<file path="src/hdl/pcps_pkg.sv">
// Purpose: Constants for the performance counter and precise sampling block
// Assumes: APB register access, 40 MHz core clock
// Notes: Register offsets are byte addresses of aligned 32-bit words
package pcps_pkg;

	// ---------------------------------------------
	// Counter geometry
	// ---------------------------------------------
	localparam int PCPS_CTR_W = 40;
	localparam int PCPS_NUM_GP = 2;
	localparam int PCPS_NUM_FIX = 3;
	localparam int PCPS_NUM_CTR = 5;
	localparam logic [7:0] PCPS_ARCH_VER = 8'h03;

	// ---------------------------------------------
	// Event-select fields
	// ---------------------------------------------
	localparam int PCPS_ES_EVT_LSB = 0;
	localparam int PCPS_ES_UM_LSB = 8;
	localparam int PCPS_ES_ANY_BIT = 21;
	localparam int PCPS_ES_EN_BIT = 22;
	localparam logic [31:0] PCPS_ES_WMASK = 32'hFFDFFFFF;

	// ---------------------------------------------
	// Precise-capable events and off-core response event
	// ---------------------------------------------
	localparam logic [7:0] PCPS_EV_BR = 8'hC4;
	localparam logic [7:0] PCPS_EV_MISP = 8'hC5;
	localparam logic [7:0] PCPS_EV_MEM = 8'h04;
	localparam logic [7:0] PCPS_EV_REHAB = 8'h03;
	localparam logic [7:0] PCPS_EV_OFFCORE = 8'hB7;
	localparam logic [7:0] PCPS_UM_OFF0 = 8'h01;
	localparam logic [7:0] PCPS_UM_OFF1 = 8'h02;

	// ---------------------------------------------
	// Record layout
	// ---------------------------------------------
	localparam int PCPS_REC_WORDS = 24;
	localparam logic [7:0] PCPS_REC_BYTES = 8'hC0;
	localparam int PCPS_SLOT_FLAGS = 0;
	localparam int PCPS_SLOT_IP = 1;
	localparam int PCPS_SLOT_GPR0 = 2;
	localparam int PCPS_NUM_GPR = 16;
	localparam int PCPS_SLOT_STATUS = 18;
	localparam int PCPS_SLOT_CAUSE = 22;

	// ---------------------------------------------
	// Register map
	// ---------------------------------------------
	localparam logic [11:0] PCPS_A_ES0 = 12'h000;
	localparam logic [11:0] PCPS_A_ES1 = 12'h004;
	localparam logic [11:0] PCPS_A_STATUS = 12'h008;
	localparam logic [11:0] PCPS_A_OVFCLR = 12'h00C;
	localparam logic [11:0] PCPS_A_GCTRL = 12'h010;
	localparam logic [11:0] PCPS_A_PSEN = 12'h014;
	localparam logic [11:0] PCPS_A_BASE = 12'h018;
	localparam logic [11:0] PCPS_A_CAP = 12'h01C;
	localparam logic [11:0] PCPS_A_OFF0 = 12'h020;
	localparam logic [11:0] PCPS_A_OFF1 = 12'h024;
	localparam logic [11:0] PCPS_A_FIXCTL = 12'h028;
	localparam logic [11:0] PCPS_A_PEND = 12'h02C;
	localparam logic [11:0] PCPS_A_CTR_BASE = 12'h040;

	typedef enum logic [1:0] {PCPS_IDLE, PCPS_WRITE} pcps_state_t;

endpackage

</file>
<file path="src/hdl/pcps_rec_mem.sv">
// Purpose: Staging memory for one precise sample record
// Assumes: One write port, one registered read port
// Notes: Read data come out of a register
`timescale 1ns/1ps
module pcps_rec_mem #(
	parameter int WIDTH = 64,
	parameter int DEPTH = 24,
	parameter int AW = 5
) (
	input wire logic clk,
	input wire logic rst_n,
	input wire logic ce,
	input wire logic wr_en,
	input wire logic [AW-1:0] wr_addr,
	input wire logic [WIDTH-1:0] wr_data,
	input wire logic [AW-1:0] rd_addr,
	output logic [WIDTH-1:0] rd_data
);

	logic [WIDTH-1:0] mem_q [DEPTH];

	always_ff @(posedge clk) begin
		if (ce && wr_en) begin
			mem_q[wr_addr] <= wr_data;
		end
	end

	always_ff @(posedge clk or negedge rst_n) begin
		if (!rst_n) begin
			rd_data <= '0;
		end else if (ce) begin
			rd_data <= mem_q[rd_addr];
		end
	end

endmodule

</file>
<file path="src/hdl/pcps_top.sv">
// Purpose: Performance counters with precise sampling on the first counter
// Assumes: APB slave at 40 MHz, memory sink accepts words with a ready
// Notes: Records are 24 64-bit words streamed to the save area
`timescale 1ns/1ps

// What this block does
// (RULE1) Two general and three fixed counters
// (RULE2) Counters 40 bits, width reported 23:16
// (RULE3) General counters count their selected event
// (RULE4) All-threads qualifier bit 21 ignored
// (RULE5) Report architectural monitoring version 3
// (RULE6) Precise sampling only on counter zero
// (RULE7) Record holds state after causing instruction
// (RULE8) Accept branch retired events C4H masks
// (RULE9) Accept mispredict retired events C5H masks
// (RULE10) Accept memory ops 04H, rehab 03H
// (RULE11) Record fields 64 bits, consecutive offsets
// (RULE12) Flags, pointer, sixteen registers, status order
// (RULE13) Software waits quietly before reconfiguring
// (RULE14) Pending records finish at old base
// (RULE15) Two off-core response qualification registers
// (RULE16) Pair counters for average latency
// (RULE17) Status shows overflows, control clears them
// (RULE18) Causing instruction address at 0xB0
// (RULE19) Reserved record slots written as zero
module pcps_top
	import pcps_pkg::*;
#(
	parameter int CW = PCPS_CTR_W
) (
	input wire logic REF_CLK,
	input wire logic RST_N,
	input wire logic CE,
	input wire logic PSEL,
	input wire logic PENABLE,
	input wire logic PWRITE,
	input wire logic [11:0] PADDR,
	input wire logic [31:0] PWDATA,
	output logic [31:0] PRDATA,
	output logic PREADY,
	output logic PSLVERR,
	input wire logic [7:0] EVT_CODE,
	input wire logic [7:0] EVT_UMASK,
	input wire logic EVT_VALID,
	input wire logic [2:0] FIX_EVT,
	input wire logic [7:0] LAT_WEIGHT,
	input wire logic RETIRE_VALID,
	input wire logic [63:0] ARCH_FLAGS,
	input wire logic [63:0] ARCH_IP,
	input wire logic [1023:0] ARCH_GPRS,
	input wire logic [63:0] CAUSE_IP,
	output logic MEM_VALID,
	output logic [63:0] MEM_ADDR,
	output logic [63:0] MEM_DATA,
	input wire logic MEM_READY
);

	// ------------------------------------------------
	// Decoders
	// ------------------------------------------------
	function automatic logic precise_ok(input logic [7:0] ev, input logic [7:0] um);
		logic ok;
		ok = 1'b0;
		unique case (ev)
			PCPS_EV_BR: ok = um inside {8'h00, 8'h7E, 8'hFE, 8'hF9, 8'hFD, 8'hFB, 8'hEB,
				8'hBF, 8'hF7}; // RULE8
			PCPS_EV_MISP: ok = um inside {8'h00, 8'h7E, 8'hFE, 8'hFB, 8'hEB, 8'hF7}; // RULE9
			PCPS_EV_MEM: ok = um inside {8'h02, 8'h04, 8'h08, 8'h20}; // RULE10
			PCPS_EV_REHAB: ok = um inside {8'h01, 8'h08}; // RULE10
			default: ok = 1'b0;
		endcase
		return ok;
	endfunction

	function automatic logic sel_hit(input logic [31:0] es, input logic [7:0] ev,
		input logic [7:0] um);
		return es[PCPS_ES_EN_BIT] && es[PCPS_ES_EVT_LSB +: 8] == ev
			&& es[PCPS_ES_UM_LSB +: 8] == um; // RULE3
	endfunction

	// ------------------------------------------------
	// Register state
	// ------------------------------------------------
	logic [31:0] es_q [PCPS_NUM_GP];
	logic [CW-1:0] ctr_q [PCPS_NUM_CTR];
	logic [PCPS_NUM_CTR-1:0] ovf_q;
	logic [PCPS_NUM_CTR-1:0] gen_q;
	logic psen_q;
	logic [63:0] base_q;
	logic [31:0] off_q [2];
	logic [31:0] fixctl_q;
	logic sample_pend_q;
	logic [4:0] slot_q;
	logic [63:0] rec_base_q;
	logic [63:0] wr_ptr_q;
	logic loading_q;
	logic [63:0] status_snap_q;
	pcps_state_t state_q;

	// ------------------------------------------------
	// APB decode
	// ------------------------------------------------
	wire bus_wr = CE && PSEL && PENABLE && PWRITE && PREADY;
	wire bus_rd = CE && PSEL && !PENABLE && !PWRITE;
	wire ctr_win = PADDR >= PCPS_A_CTR_BASE && PADDR < PCPS_A_CTR_BASE + 12'(8 * PCPS_NUM_CTR);
	wire [3:0] ctr_idx = 4'((PADDR - PCPS_A_CTR_BASE) >> 3);
	wire ctr_hi = PADDR[2];
	wire [2:0] ctr_sel = 3'(ctr_idx);
	wire mapped = PADDR[1:0] == 2'b00 && (PADDR <= PCPS_A_PEND || ctr_win);
	wire [31:0] cap_word = {8'h00, 8'(CW), 8'(PCPS_NUM_GP), PCPS_ARCH_VER}; // RULE2 RULE5
	wire [CW-1:0] ctr_rd = ctr_q[ctr_sel];
	wire [63:0] ctr_rd64 = 64'(ctr_rd);
	logic [31:0] rd_mux;

	always_comb begin
		rd_mux = '0;
		if (ctr_win) begin
			rd_mux = ctr_hi ? ctr_rd64[63:32] : ctr_rd64[31:0];
		end else begin
			unique case (PADDR)
				PCPS_A_ES0: rd_mux = es_q[0];
				PCPS_A_ES1: rd_mux = es_q[1];
				PCPS_A_STATUS: rd_mux = 32'(ovf_q); // RULE17
				PCPS_A_GCTRL: rd_mux = 32'(gen_q);
				PCPS_A_PSEN: rd_mux = 32'(psen_q);
				PCPS_A_BASE: rd_mux = base_q[31:0];
				PCPS_A_CAP: rd_mux = cap_word;
				PCPS_A_OFF0: rd_mux = off_q[0];
				PCPS_A_OFF1: rd_mux = off_q[1];
				PCPS_A_FIXCTL: rd_mux = fixctl_q;
				PCPS_A_PEND: rd_mux = {30'h0, state_q != PCPS_IDLE, sample_pend_q};
				default: rd_mux = '0;
			endcase
		end
	end

	always_ff @(posedge REF_CLK or negedge RST_N) begin
		if (!RST_N) begin
			PREADY <= 1'b0;
			PRDATA <= '0;
			PSLVERR <= 1'b0;
		end else if (CE) begin
			PREADY <= PSEL && !PENABLE;
			PSLVERR <= PSEL && !PENABLE && !mapped;
			if (bus_rd) begin
				PRDATA <= mapped ? rd_mux : '0;
			end
		end
	end

	// ------------------------------------------------
	// Event matching
	// ------------------------------------------------
	logic [PCPS_NUM_CTR-1:0] inc;
	logic [PCPS_NUM_GP-1:0] is_lat;
	genvar g;
	generate
		for (g = 0; g < PCPS_NUM_GP; g++) begin : g_gp
			// Off-core select only counts when its qualifier holds bits, except counter one in latency mode
			wire off_um0 = es_q[g][PCPS_ES_UM_LSB +: 8] == PCPS_UM_OFF0;
			wire off_sel = es_q[g][PCPS_ES_EVT_LSB +: 8] == PCPS_EV_OFFCORE;
			wire off_ok = off_um0 ? |off_q[0] : |off_q[1]; // RULE15
			// Latency mode: counter one sums outstanding weight
			assign is_lat[g] = (g == 1) && off_q[0][31] && off_sel; // RULE16
			assign inc[g] = gen_q[g] && EVT_VALID && (!off_sel || off_ok)
				&& sel_hit(es_q[g], EVT_CODE, EVT_UMASK); // RULE3 RULE4
		end
		for (g = 0; g < PCPS_NUM_FIX; g++) begin : g_fix
			assign inc[PCPS_NUM_GP+g] = gen_q[PCPS_NUM_GP+g] && fixctl_q[g] && FIX_EVT[g];
		end
	endgenerate

	wire pe_armed = psen_q && gen_q[0]
		&& precise_ok(es_q[0][PCPS_ES_EVT_LSB +: 8], es_q[0][PCPS_ES_UM_LSB +: 8]); // RULE6

	// ------------------------------------------------
	// Counters
	// ------------------------------------------------
	logic [PCPS_NUM_CTR-1:0] wrap;
	generate
		for (g = 0; g < PCPS_NUM_CTR; g++) begin : g_ctr
			wire [CW-1:0] step = (g == 1 && is_lat[1] && gen_q[1] && EVT_VALID)
				? CW'(LAT_WEIGHT) : CW'(inc[g]);
			wire [CW:0] sum = {1'b0, ctr_q[g]} + {1'b0, step};
			wire hit_lo = bus_wr && ctr_win && ctr_sel == 3'(g) && !ctr_hi;
			wire hit_hi = bus_wr && ctr_win && ctr_sel == 3'(g) && ctr_hi;
			assign wrap[g] = sum[CW]; // RULE1 RULE2
			always_ff @(posedge REF_CLK or negedge RST_N) begin
				if (!RST_N) begin
					ctr_q[g] <= '0;
				end else if (CE) begin
					if (hit_lo) begin
						ctr_q[g] <= {ctr_q[g][CW-1:32], PWDATA};
					end else if (hit_hi) begin
						ctr_q[g] <= {PWDATA[CW-33:0], ctr_q[g][31:0]};
					end else begin
						ctr_q[g] <= sum[CW-1:0];
					end
				end
			end
		end
	endgenerate

	// ------------------------------------------------
	// Control registers
	// ------------------------------------------------
	wire clr_wr = bus_wr && PADDR == PCPS_A_OVFCLR;
	always_ff @(posedge REF_CLK or negedge RST_N) begin
		if (!RST_N) begin
			es_q <= '{default: '0};
			off_q <= '{default: '0};
			ovf_q <= '0;
			gen_q <= '0;
			psen_q <= 1'b0;
			base_q <= '0;
			fixctl_q <= '0;
		end else if (CE) begin
			if (bus_wr && PADDR == PCPS_A_ES0) es_q[0] <= PWDATA & PCPS_ES_WMASK; // RULE4
			if (bus_wr && PADDR == PCPS_A_ES1) es_q[1] <= PWDATA & PCPS_ES_WMASK; // RULE4
			if (bus_wr && PADDR == PCPS_A_OFF0) off_q[0] <= PWDATA; // RULE15
			if (bus_wr && PADDR == PCPS_A_OFF1) off_q[1] <= PWDATA; // RULE15
			if (bus_wr && PADDR == PCPS_A_GCTRL) gen_q <= PWDATA[PCPS_NUM_CTR-1:0];
			if (bus_wr && PADDR == PCPS_A_PSEN) psen_q <= PWDATA[0];
			if (bus_wr && PADDR == PCPS_A_BASE) base_q <= 64'(PWDATA);
			if (bus_wr && PADDR == PCPS_A_FIXCTL) fixctl_q <= PWDATA;
			// Set wins over clear
			ovf_q <= (ovf_q & ~(clr_wr ? PWDATA[PCPS_NUM_CTR-1:0] : '0)) | wrap; // RULE17
		end
	end

	// ------------------------------------------------
	// Precise sample capture and record stream
	// ------------------------------------------------
	logic [63:0] slot_data;
	logic [4:0] rd_slot;
	logic [63:0] mem_rd;
	wire start = state_q == PCPS_IDLE && !loading_q && sample_pend_q && RETIRE_VALID;
	wire load_en = start || loading_q;
	wire beat_done = MEM_VALID && MEM_READY;
	wire last_slot = slot_q == 5'(PCPS_REC_WORDS - 1);
	wire slot_step = load_en || (state_q == PCPS_WRITE && beat_done);
	wire [4:0] slot_nx = slot_q + 5'h01;

	always_comb begin
		slot_data = '0; // RULE19
		if (slot_q == 5'(PCPS_SLOT_FLAGS)) slot_data = ARCH_FLAGS; // RULE12
		if (slot_q == 5'(PCPS_SLOT_IP)) slot_data = ARCH_IP; // RULE7 RULE12
		if (slot_q >= 5'(PCPS_SLOT_GPR0) && slot_q < 5'(PCPS_SLOT_STATUS))
			slot_data = ARCH_GPRS[64*(slot_q-5'(PCPS_SLOT_GPR0)) +: 64]; // RULE12
		if (slot_q == 5'(PCPS_SLOT_STATUS)) slot_data = status_snap_q; // RULE12
		if (slot_q == 5'(PCPS_SLOT_CAUSE)) slot_data = CAUSE_IP; // RULE18
	end

	// Read address runs one step ahead so registered data match slot_q
	assign rd_slot = !slot_step ? slot_q : last_slot ? 5'h00 : slot_nx;

	pcps_rec_mem #(.WIDTH(64), .DEPTH(PCPS_REC_WORDS), .AW(5)) u_mem (
		.clk(REF_CLK),
		.rst_n(RST_N),
		.ce(CE),
		.wr_en(load_en),
		.wr_addr(slot_q),
		.wr_data(slot_data),
		.rd_addr(rd_slot),
		.rd_data(mem_rd)
	);

	always_ff @(posedge REF_CLK or negedge RST_N) begin
		if (!RST_N) begin
			sample_pend_q <= 1'b0;
			state_q <= PCPS_IDLE;
			slot_q <= '0;
			rec_base_q <= '0;
			wr_ptr_q <= '0;
			status_snap_q <= '0;
			loading_q <= 1'b0;
			MEM_VALID <= 1'b0;
			MEM_ADDR <= '0;
			MEM_DATA <= '0;
		end else if (CE) begin
			unique case (state_q)
				PCPS_IDLE: begin
					if (load_en) begin
						// Record taken from this retirement on, one slot a cycle
						loading_q <= 1'b1; // RULE7
						slot_q <= slot_nx;
						if (last_slot) begin
							slot_q <= '0;
							loading_q <= 1'b0;
							sample_pend_q <= 1'b0;
							state_q <= PCPS_WRITE;
						end
					end
					if (start) begin
						// Base fixed for the whole record
						rec_base_q <= wr_ptr_q; // RULE14
						wr_ptr_q <= wr_ptr_q + 64'(PCPS_REC_BYTES);
					end
				end
				PCPS_WRITE: begin
					// Gap cycle loads the beat, then it holds until taken
					if (!MEM_VALID) begin
						MEM_VALID <= 1'b1;
						MEM_ADDR <= rec_base_q + {56'h0, slot_q, 3'b000}; // RULE11 RULE14
						MEM_DATA <= mem_rd; // RULE11
					end else if (MEM_READY) begin
						MEM_VALID <= 1'b0;
						slot_q <= slot_nx;
						if (last_slot) begin
							slot_q <= '0;
							state_q <= PCPS_IDLE;
						end
					end
				end
			endcase
			// New base applies from the next record on
			if (bus_wr && PADDR == PCPS_A_BASE) wr_ptr_q <= 64'(PWDATA); // RULE14
			// Set wins over the clear at the end of loading
			if (pe_armed && wrap[0]) begin
				sample_pend_q <= 1'b1; // RULE6
				status_snap_q <= 64'(ovf_q | wrap);
			end
		end
	end

endmodule

</file>
<file path="config.mk">
export PLATFORM = sky130hd
export DESIGN_NAME = pcps_top
export DESIGN_NICKNAME = d
export VERILOG_FILES = /design/src/hdl/pcps_pkg.sv /design/src/hdl/pcps_rec_mem.sv /design/src/hdl/pcps_top.sv
export SDC_FILE = /design/constraint.sdc
export NUM_CORES = 2
export LEC_CHECK = 0
export ABC_AREA = 1
export BUFFER_PORTS_ARGS = -buffer_cell sky130_fd_sc_hd__buf_4
export CELL_PAD_IN_SITES_DETAIL_PLACEMENT = 1
export CELL_PAD_IN_SITES_GLOBAL_PLACEMENT = 2
export CORE_UTILIZATION = 36
export DETAILED_ROUTE_END_ITERATION = 12
export PLACE_DENSITY = 0.83
export SYNTH_ARGS = -nofsm -noshare
export SYNTH_HDL_FRONTEND = slang
export SYNTH_SLANG_ARGS = --single-unit
</file>
<file path="constraint.sdc">
create_clock -name REF_CLK -period 7 [get_ports REF_CLK]
set_input_delay 0.35 -clock REF_CLK [delete_from_list [all_inputs] [get_ports REF_CLK]]
set_output_delay 0.35 -clock REF_CLK [all_outputs]
set_load 0.02 [all_outputs]
</file>
---- Word-level counts from Yosys, hierarchy flattened ----
Memory sizes are Yosys's and may differ from the RTL's. A register that Yosys moved wholly into a read port is not among the register bits.
Index checks and enable logic that the tools add are counted.
word-level totals
  bits in latches ......................... 0
  bits in writable memories ............... 1,536
  register bits ........................... 765
  memories kept ........................... 1
  input bits .............................. 1,296
  output and inout bits ................... 163
  ROM bits ................................ 0
cells by class
  multiplexer cells ....................... 51
  equal/unequal tests ..................... 54
  add/sub/neg operators ................... 10
  divide/modulo/power cells ............... 0
  shift operators ......................... 1
  bitwise gates (word level) .............. 11
  $lt $le $gt $ge ......................... 6
  reduce and logical (&&, ||, !) cells .... 123
  $mul .................................... 0
memories
  memory       depth  width  rd ports  clocked after Yosys merged registers in  wr ports  line                source
  u_mem.mem_q  24     64     1         1                                        1         pcps_rec_mem.sv:20  logic [WIDTH-1:0] mem_q [DEPTH];
operators by type and width
  operator                                               number
  variable part select 1024 x 33 -> 64 bit               1
  two-way mux 64 bit                                     8
  case mux 32 bit (11 select lines)                      1
  two-way mux 40 bit                                     7
  two-way mux 32 bit                                     8
  adder 40 x 1 -> 41 bit                                 4
  binary-select mux 40 bit (select 3 bit)                1
  equality test 8 bit (second input constant)            11
  adder 64 x 8 -> 64 bit                                 1
  adder 64 x 8 -> 64 bit (second input constant)         1
  logical AND 1 bit                                      64
  OR reduction 32 bit                                    2
  equality test 12 x 5 -> 1 bit (second input constant)  4
  equality test 12 x 6 -> 1 bit (second input constant)  4
  AND reduction 2 bit                                    21
  adder 40 x 8 -> 41 bit                                 1
  equality test 8 bit                                    4
  two-way mux 5 bit                                      6
  equality test 12 x 4 -> 1 bit (second input constant)  2
  inequality test 2 bit (second input constant)          10
  equality test 8 x 1 -> 1 bit (second input constant)   2
  equality test 8 x 2 -> 1 bit (second input constant)   2
  equality test 8 x 3 -> 1 bit (second input constant)   2
  equality test 5 bit (second input constant)            3
  43 further kinds                                       86

---- Longest topological paths before layout ----
  depth after elaboration ................. 9
  mapped depth ............................ 23
  mapped depth without buffers ............ 23

---- By module ----
A second synthesis with hierarchy kept.
unflattened totals
  cell total of the unflattened synthesis .. 15,195
  area, all modules ....................... 122,832.8 um^2
by module, submodules not included
  module        cells an instance  area each (um^2)  sequential area each (um^2)  instances
  pcps_rec_mem  6,464              68,740.9          47,725.8                     1
  pcps_top      8,731              54,091.9          17,641.9                     1

---- Least setup slack after synthesis ----
No wires, ideal clock.
  path type ............................... reg2reg
  start ................................... register slot_q[1]
  end ..................................... memory u_mem.mem_q[0][0], enable pin
  period minus slack after synthesis ...... 5,645 ps
  arrival ................................. 5,158 ps
  stages on the path, launching flop included .. 11
  data required time ...................... 6,513 ps
  slack ................................... 1,355 ps
  cell sequence ........................... dfrtp_1 inv_1 clkbuf_1 buf_2 clkbuf_1 ha_1 clkbuf_1 clkbuf_1 clkbuf_1 nand2_1 nor2_1
RTL lines
  what                    line                source
  start, declared         pcps_top.sv:93      logic [4:0] slot_q;
  start signal, assigned  pcps_top.sv:286     slot_q <= slot_nx;
  start signal, assigned  pcps_top.sv:308     slot_q <= slot_nx;
  end, declared           pcps_rec_mem.sv:20
Straight into the memory's write port.

---- Worst setup path in the final report ----
  start ................................... register slot_q[1]
  end ..................................... memory u_mem.mem_q[18][9], data pin
on the way
  word-level cells in the longest chain between the ends .. 6
RTL lines
  what                                                                               line             source
  parallel branches: the longest is 5 deep, another holds subtractor 5 x 2 -> 6 bit  --
  two-way mux 64 bit *                                                               pcps_top.sv:251  if (slot_q == 5'(PCPS_SLOT_CAUSE)) slot_data = CAUSE_IP;
  named net slot_data[9]                                                             pcps_top.sv:234  logic [63:0] slot_data;
Mark *: on every way through the listed nets, which the timed path passes.

==> impl_metrics.csv <==
group,metric,value,unit
finish,fin_nets,16844,
worst_setup_path,cp_max_fo,66,
detailed_routing,routed_wl,721,mm
placement,io_buffers,1458,
yosys,synth_edf_count,1536,
job,cap_violations,3,
power,power_density,453,nW/um^2
global_route,grt_pass1_wl,970,mm
placement,dp_hpwl,514,mm
cts,cts_buffer_depth,4,
placement,placed_cell_area,137000,um^2
global_route,grt_max_degree,189,
worst_setup_path,r2r-end,"u_mem.mem_q[18][9]",
timing,final.setup.tns,0,ns
global_route,grt_pass1_vias,116846,
finish,final_area,146000,um^2
power,total_power,66400,uW
global_route,track_usage,0.413,
timing,fmax,186,MHz
outcome,status,"finished with violations",
timing,relSlewSlack,-0.112,
worst_setup_path,critPathBufInv,2,
timing,fin_crit_sh,0.767,
finish,area_growth,21.1,%
finish,fillers,39157,
timing,setup_viol,0,
finish,multiInputGateArea,48300,um^2
cts,path_clk_slew,0.06,ns
cts,cts-htree-levels,5,
detailed_routing,first_pass_iters,8,
yosys,muxShareOfSynthArea,0.0000931,
yosys,syn_nets,15722,
finish,layout-drive-gt1-share,0.147,
worst_setup_path,worstSetupPathType,"reg -> reg",
yosys,yosys.area_share.simple,0.282,
yosys,yosys.area.top_type_share,0.381,
yosys,syn_area_per_cell,8.40,um^2
worst_setup_path,rr_startpoint,"slot_q[1]",
timing,rsz0062_at_grt,"false",
worst_setup_path,path_cells,"inv_8, ha_4, inv_6, o311ai_0, nand3_1, nand2_1, a21oi_1, o21ai_1",
power,ir_worst_vdd,0.000527,V
worst_setup_path,slowest_stage,"o21ai_1",
worst_setup_path,end_kind,"flop",
cts,cts_resized,0,
worst_setup_path,startpoint_type,"flop",
detailed_routing,vias_per_cell,5.95,
power,p_leak,0.0625,uW
cts,cts_sinks,2305,
detailed_routing,antenna_left,0,
worst_setup_path,cp-endpoint,"u_mem.mem_q[18][9]",
worst_setup_path,max_stage_delay,1.16,ns
die,ioPinCount,1459,
timing,fin_crit,5.37,ns
die,coreArea,334000,um^2
placement,place_inst,19598,
yosys,syn_inst,14395,
worst_setup_path,worstPathArrival,5.87,ns
yosys,synth_compound_area_frac,0.0990,
yosys,syn_area,121000,um^2
worst_setup_path,cp.depth,8,
cts,root_buffer,"clkbuf_16",
die,die_area,338000,um^2
worst_setup_path,crit_family,"compound AO/OA/AOI/OAI gates",
cts,cts_tree,"done",
yosys,synth.distinct_cells,59,
yosys,ys_ff_latch,2305,
yosys,synth_fa_ha_area_frac,0.00333,
worst_setup_path,reg2regPathDepth,8,
timing,hold_violations,0,
yosys,synth.largest_area_cell,"edfxtp_1",
cts,clkLatencyLatePin,0.92,ns
global_route,antenna_found_initial,169,
die,rows,212,
yosys,synth_warnings,0,
yosys,yosys-top-cells-area,"edfxtp_1 38%, dfrtp_1 16%, nand2_1 12%, nand3_1 8.2%, o21ai_0 4.1%",
cts,cts_setup_buffers,0,
worst_setup_path,r2r_setup_slack,1.63,ns
die,die_h,582,um
cts,cts_buffers,268,
timing,slew_violations,2,
worst_setup_path,critical_path_required,7.51,ns
global_route,grt_overflow,0,
finish,fin_util,0.439,
timing,tightest_slew,1.66,ns
detailed_routing,wire_per_inst,35.6,um
detailed_routing,dr_total_vias,120576,
detailed_routing,drc,0,
die,die-width,582,um
die,start_util,0.362,
yosys,async_flop_share,0.334,
yosys,seq_area_frac_synth,0.540,
finish,fin_cells,20269,
outcome,violations,"max-capacitance violations, max-slew violations",
yosys,synth_xor_area_frac,0.0110,
detailed_routing,first_iter_violations,16490,
finish,seq_area,65400,um^2
yosys,synth_top_family_by_area,"simple AND/OR/NAND/NOR gates",
yosys,synthFlopType,"edfxtp_1",
cts,hold_buffers,36,
worst_setup_path,crit_start,"slot_q[1]",
worst_hold_path,worstHoldPathType,"in -> async",
placement,gp_congestion,1.04,
timing,clock_skew,0.0442,ns
## flip-flops by register name, summed over array words and instances, names as in the netlist, 62 cells and up
register / cells
MEM_ADDR: 64
MEM_DATA: 64
ctr_q: 200
es_q: 62
off_q: 64
rec_base_q: 64
u_mem.mem_q: 1536
u_mem.rd_data: 64
wr_ptr_q: 64
## routing by layer
| metal | vias up | wire length (um) | share of wire | GRT usage |
|---|---|---|---|---|
| met5 | - | 253 | 0.00035 | 0 |
| met3 | 1274 | 72800 | 0.10 | 0.101 |
| met2 | 6592 | 308000 | 0.43 | 0.604 |
| met1 | 61161 | 281000 | 0.39 | 0.535 |
| li1 | 51509 | - | - | - |
| met4 | 40 | 58400 | 0.081 | 0.295 |
## cells by family after synthesis
logic type / count (synthesis)
muxes: 1
DFF: 2305
xor gates and xnor gates: 152
AOI/OAI and AO/OA: 2019
buffers and inverters: 1994
adders and majority gates: 31
and+or+nand+nor: 7893
## synth_stat cells, drive strengths merged (150+ instances only)
| master | n |
|---|---|
| o21ai | 1038 |
| inv | 1069 |
| nand3 | 1973 |
| nor2 | 1326 |
| nor3 | 160 |
| nand3b | 201 |
| nand2 | 3906 |
| edfxtp | 1536 |
| buf | 319 |
| clkbuf | 596 |
| o22ai | 150 |
| a21oi | 293 |
| nand4 | 203 |
| dfrtp | 769 |
## where the power goes
group          internal [uW]  switching (uW)
combinational           7040           24000
clock                   8530            6110
sequential             19700             974
total                  35300           31100
## final cells by class
cell class | count | share of cell area
well taps | 4387 | 0.0375
inverters | 1079 | 0.0280
multi-input cells | 10096 | 0.329
clock buffers | 355 | 0.0507
flip-flops and latches | 2305 | 0.446
clock inverters | 129 | 0.00991
diodes | 151 | 0.00258
repair buffers | 1767 | 0.0955
## layout by cell type (no fill, tap or decap), types with 26 or more instances in the layout
| master | count |
|---|---|
| xor2_1 | 123 |
| nor2_4 | 32 |
| dfrtp_1 | 767 |
| bufinv_16 | 28 |
| a21oi_1 | 289 |
| nor2_1 | 1285 |
| nand3b_1 | 201 |
| dlygate4sd3_1 | 36 |
| a22oi_1 | 71 |
| o31ai_1 | 55 |
| nand2_1 | 3883 |
| clkbuf_16 | 279 |
| inv_1 | 1046 |
| o221ai_1 | 99 |
| xnor2_1 | 29 |
| o211ai_1 | 84 |
| a31oi_1 | 53 |
| buf_12 | 49 |
| diode_2 | 151 |
| ha_1 | 26 |
| o22ai_1 | 150 |
| clkinv_1 | 40 |
| nand3_1 | 1970 |
| nor4_1 | 64 |
| or2_2 | 49 |
| clkbuf_1 | 60 |
| o21ai_0 | 941 |
| edfxtp_1 | 1536 |
| clkinv_2 | 44 |
| nand4_1 | 201 |
| nor3_1 | 151 |
| o21ai_1 | 89 |
| buf_4 | 1679 |
| o311ai_0 | 86 |
## per-stage QoR
stage                     setup slack (ns)  hold WS, ns
after detailed placement              1.76        0.426
after global routing                  1.58       0.0723
after CTS                             1.77      0.00162
after floorplan                       1.36       0.0544
after global placement                1.78        0.424
final                                 1.63       0.0466
## worst min path at each step
stage	depth (start not counted)	slack, ns	from	to
2_1_floorplan	0	0.05	RST_N	MEM_ADDR[0]
6_report	2	0.05	RST_N	PRDATA[25]
3_3_place_gp	1	0.42	RST_N	PRDATA[25]
5_1_grt	4	0.07	CAUSE_IP[39]	u_mem.mem_q[15][39]
4_1_cts	4	0.002	CAUSE_IP[39]	u_mem.mem_q[15][39]
3_5_place_dp	1	0.43	RST_N	PRDATA[25]
(Power assumes the default switching activity.)
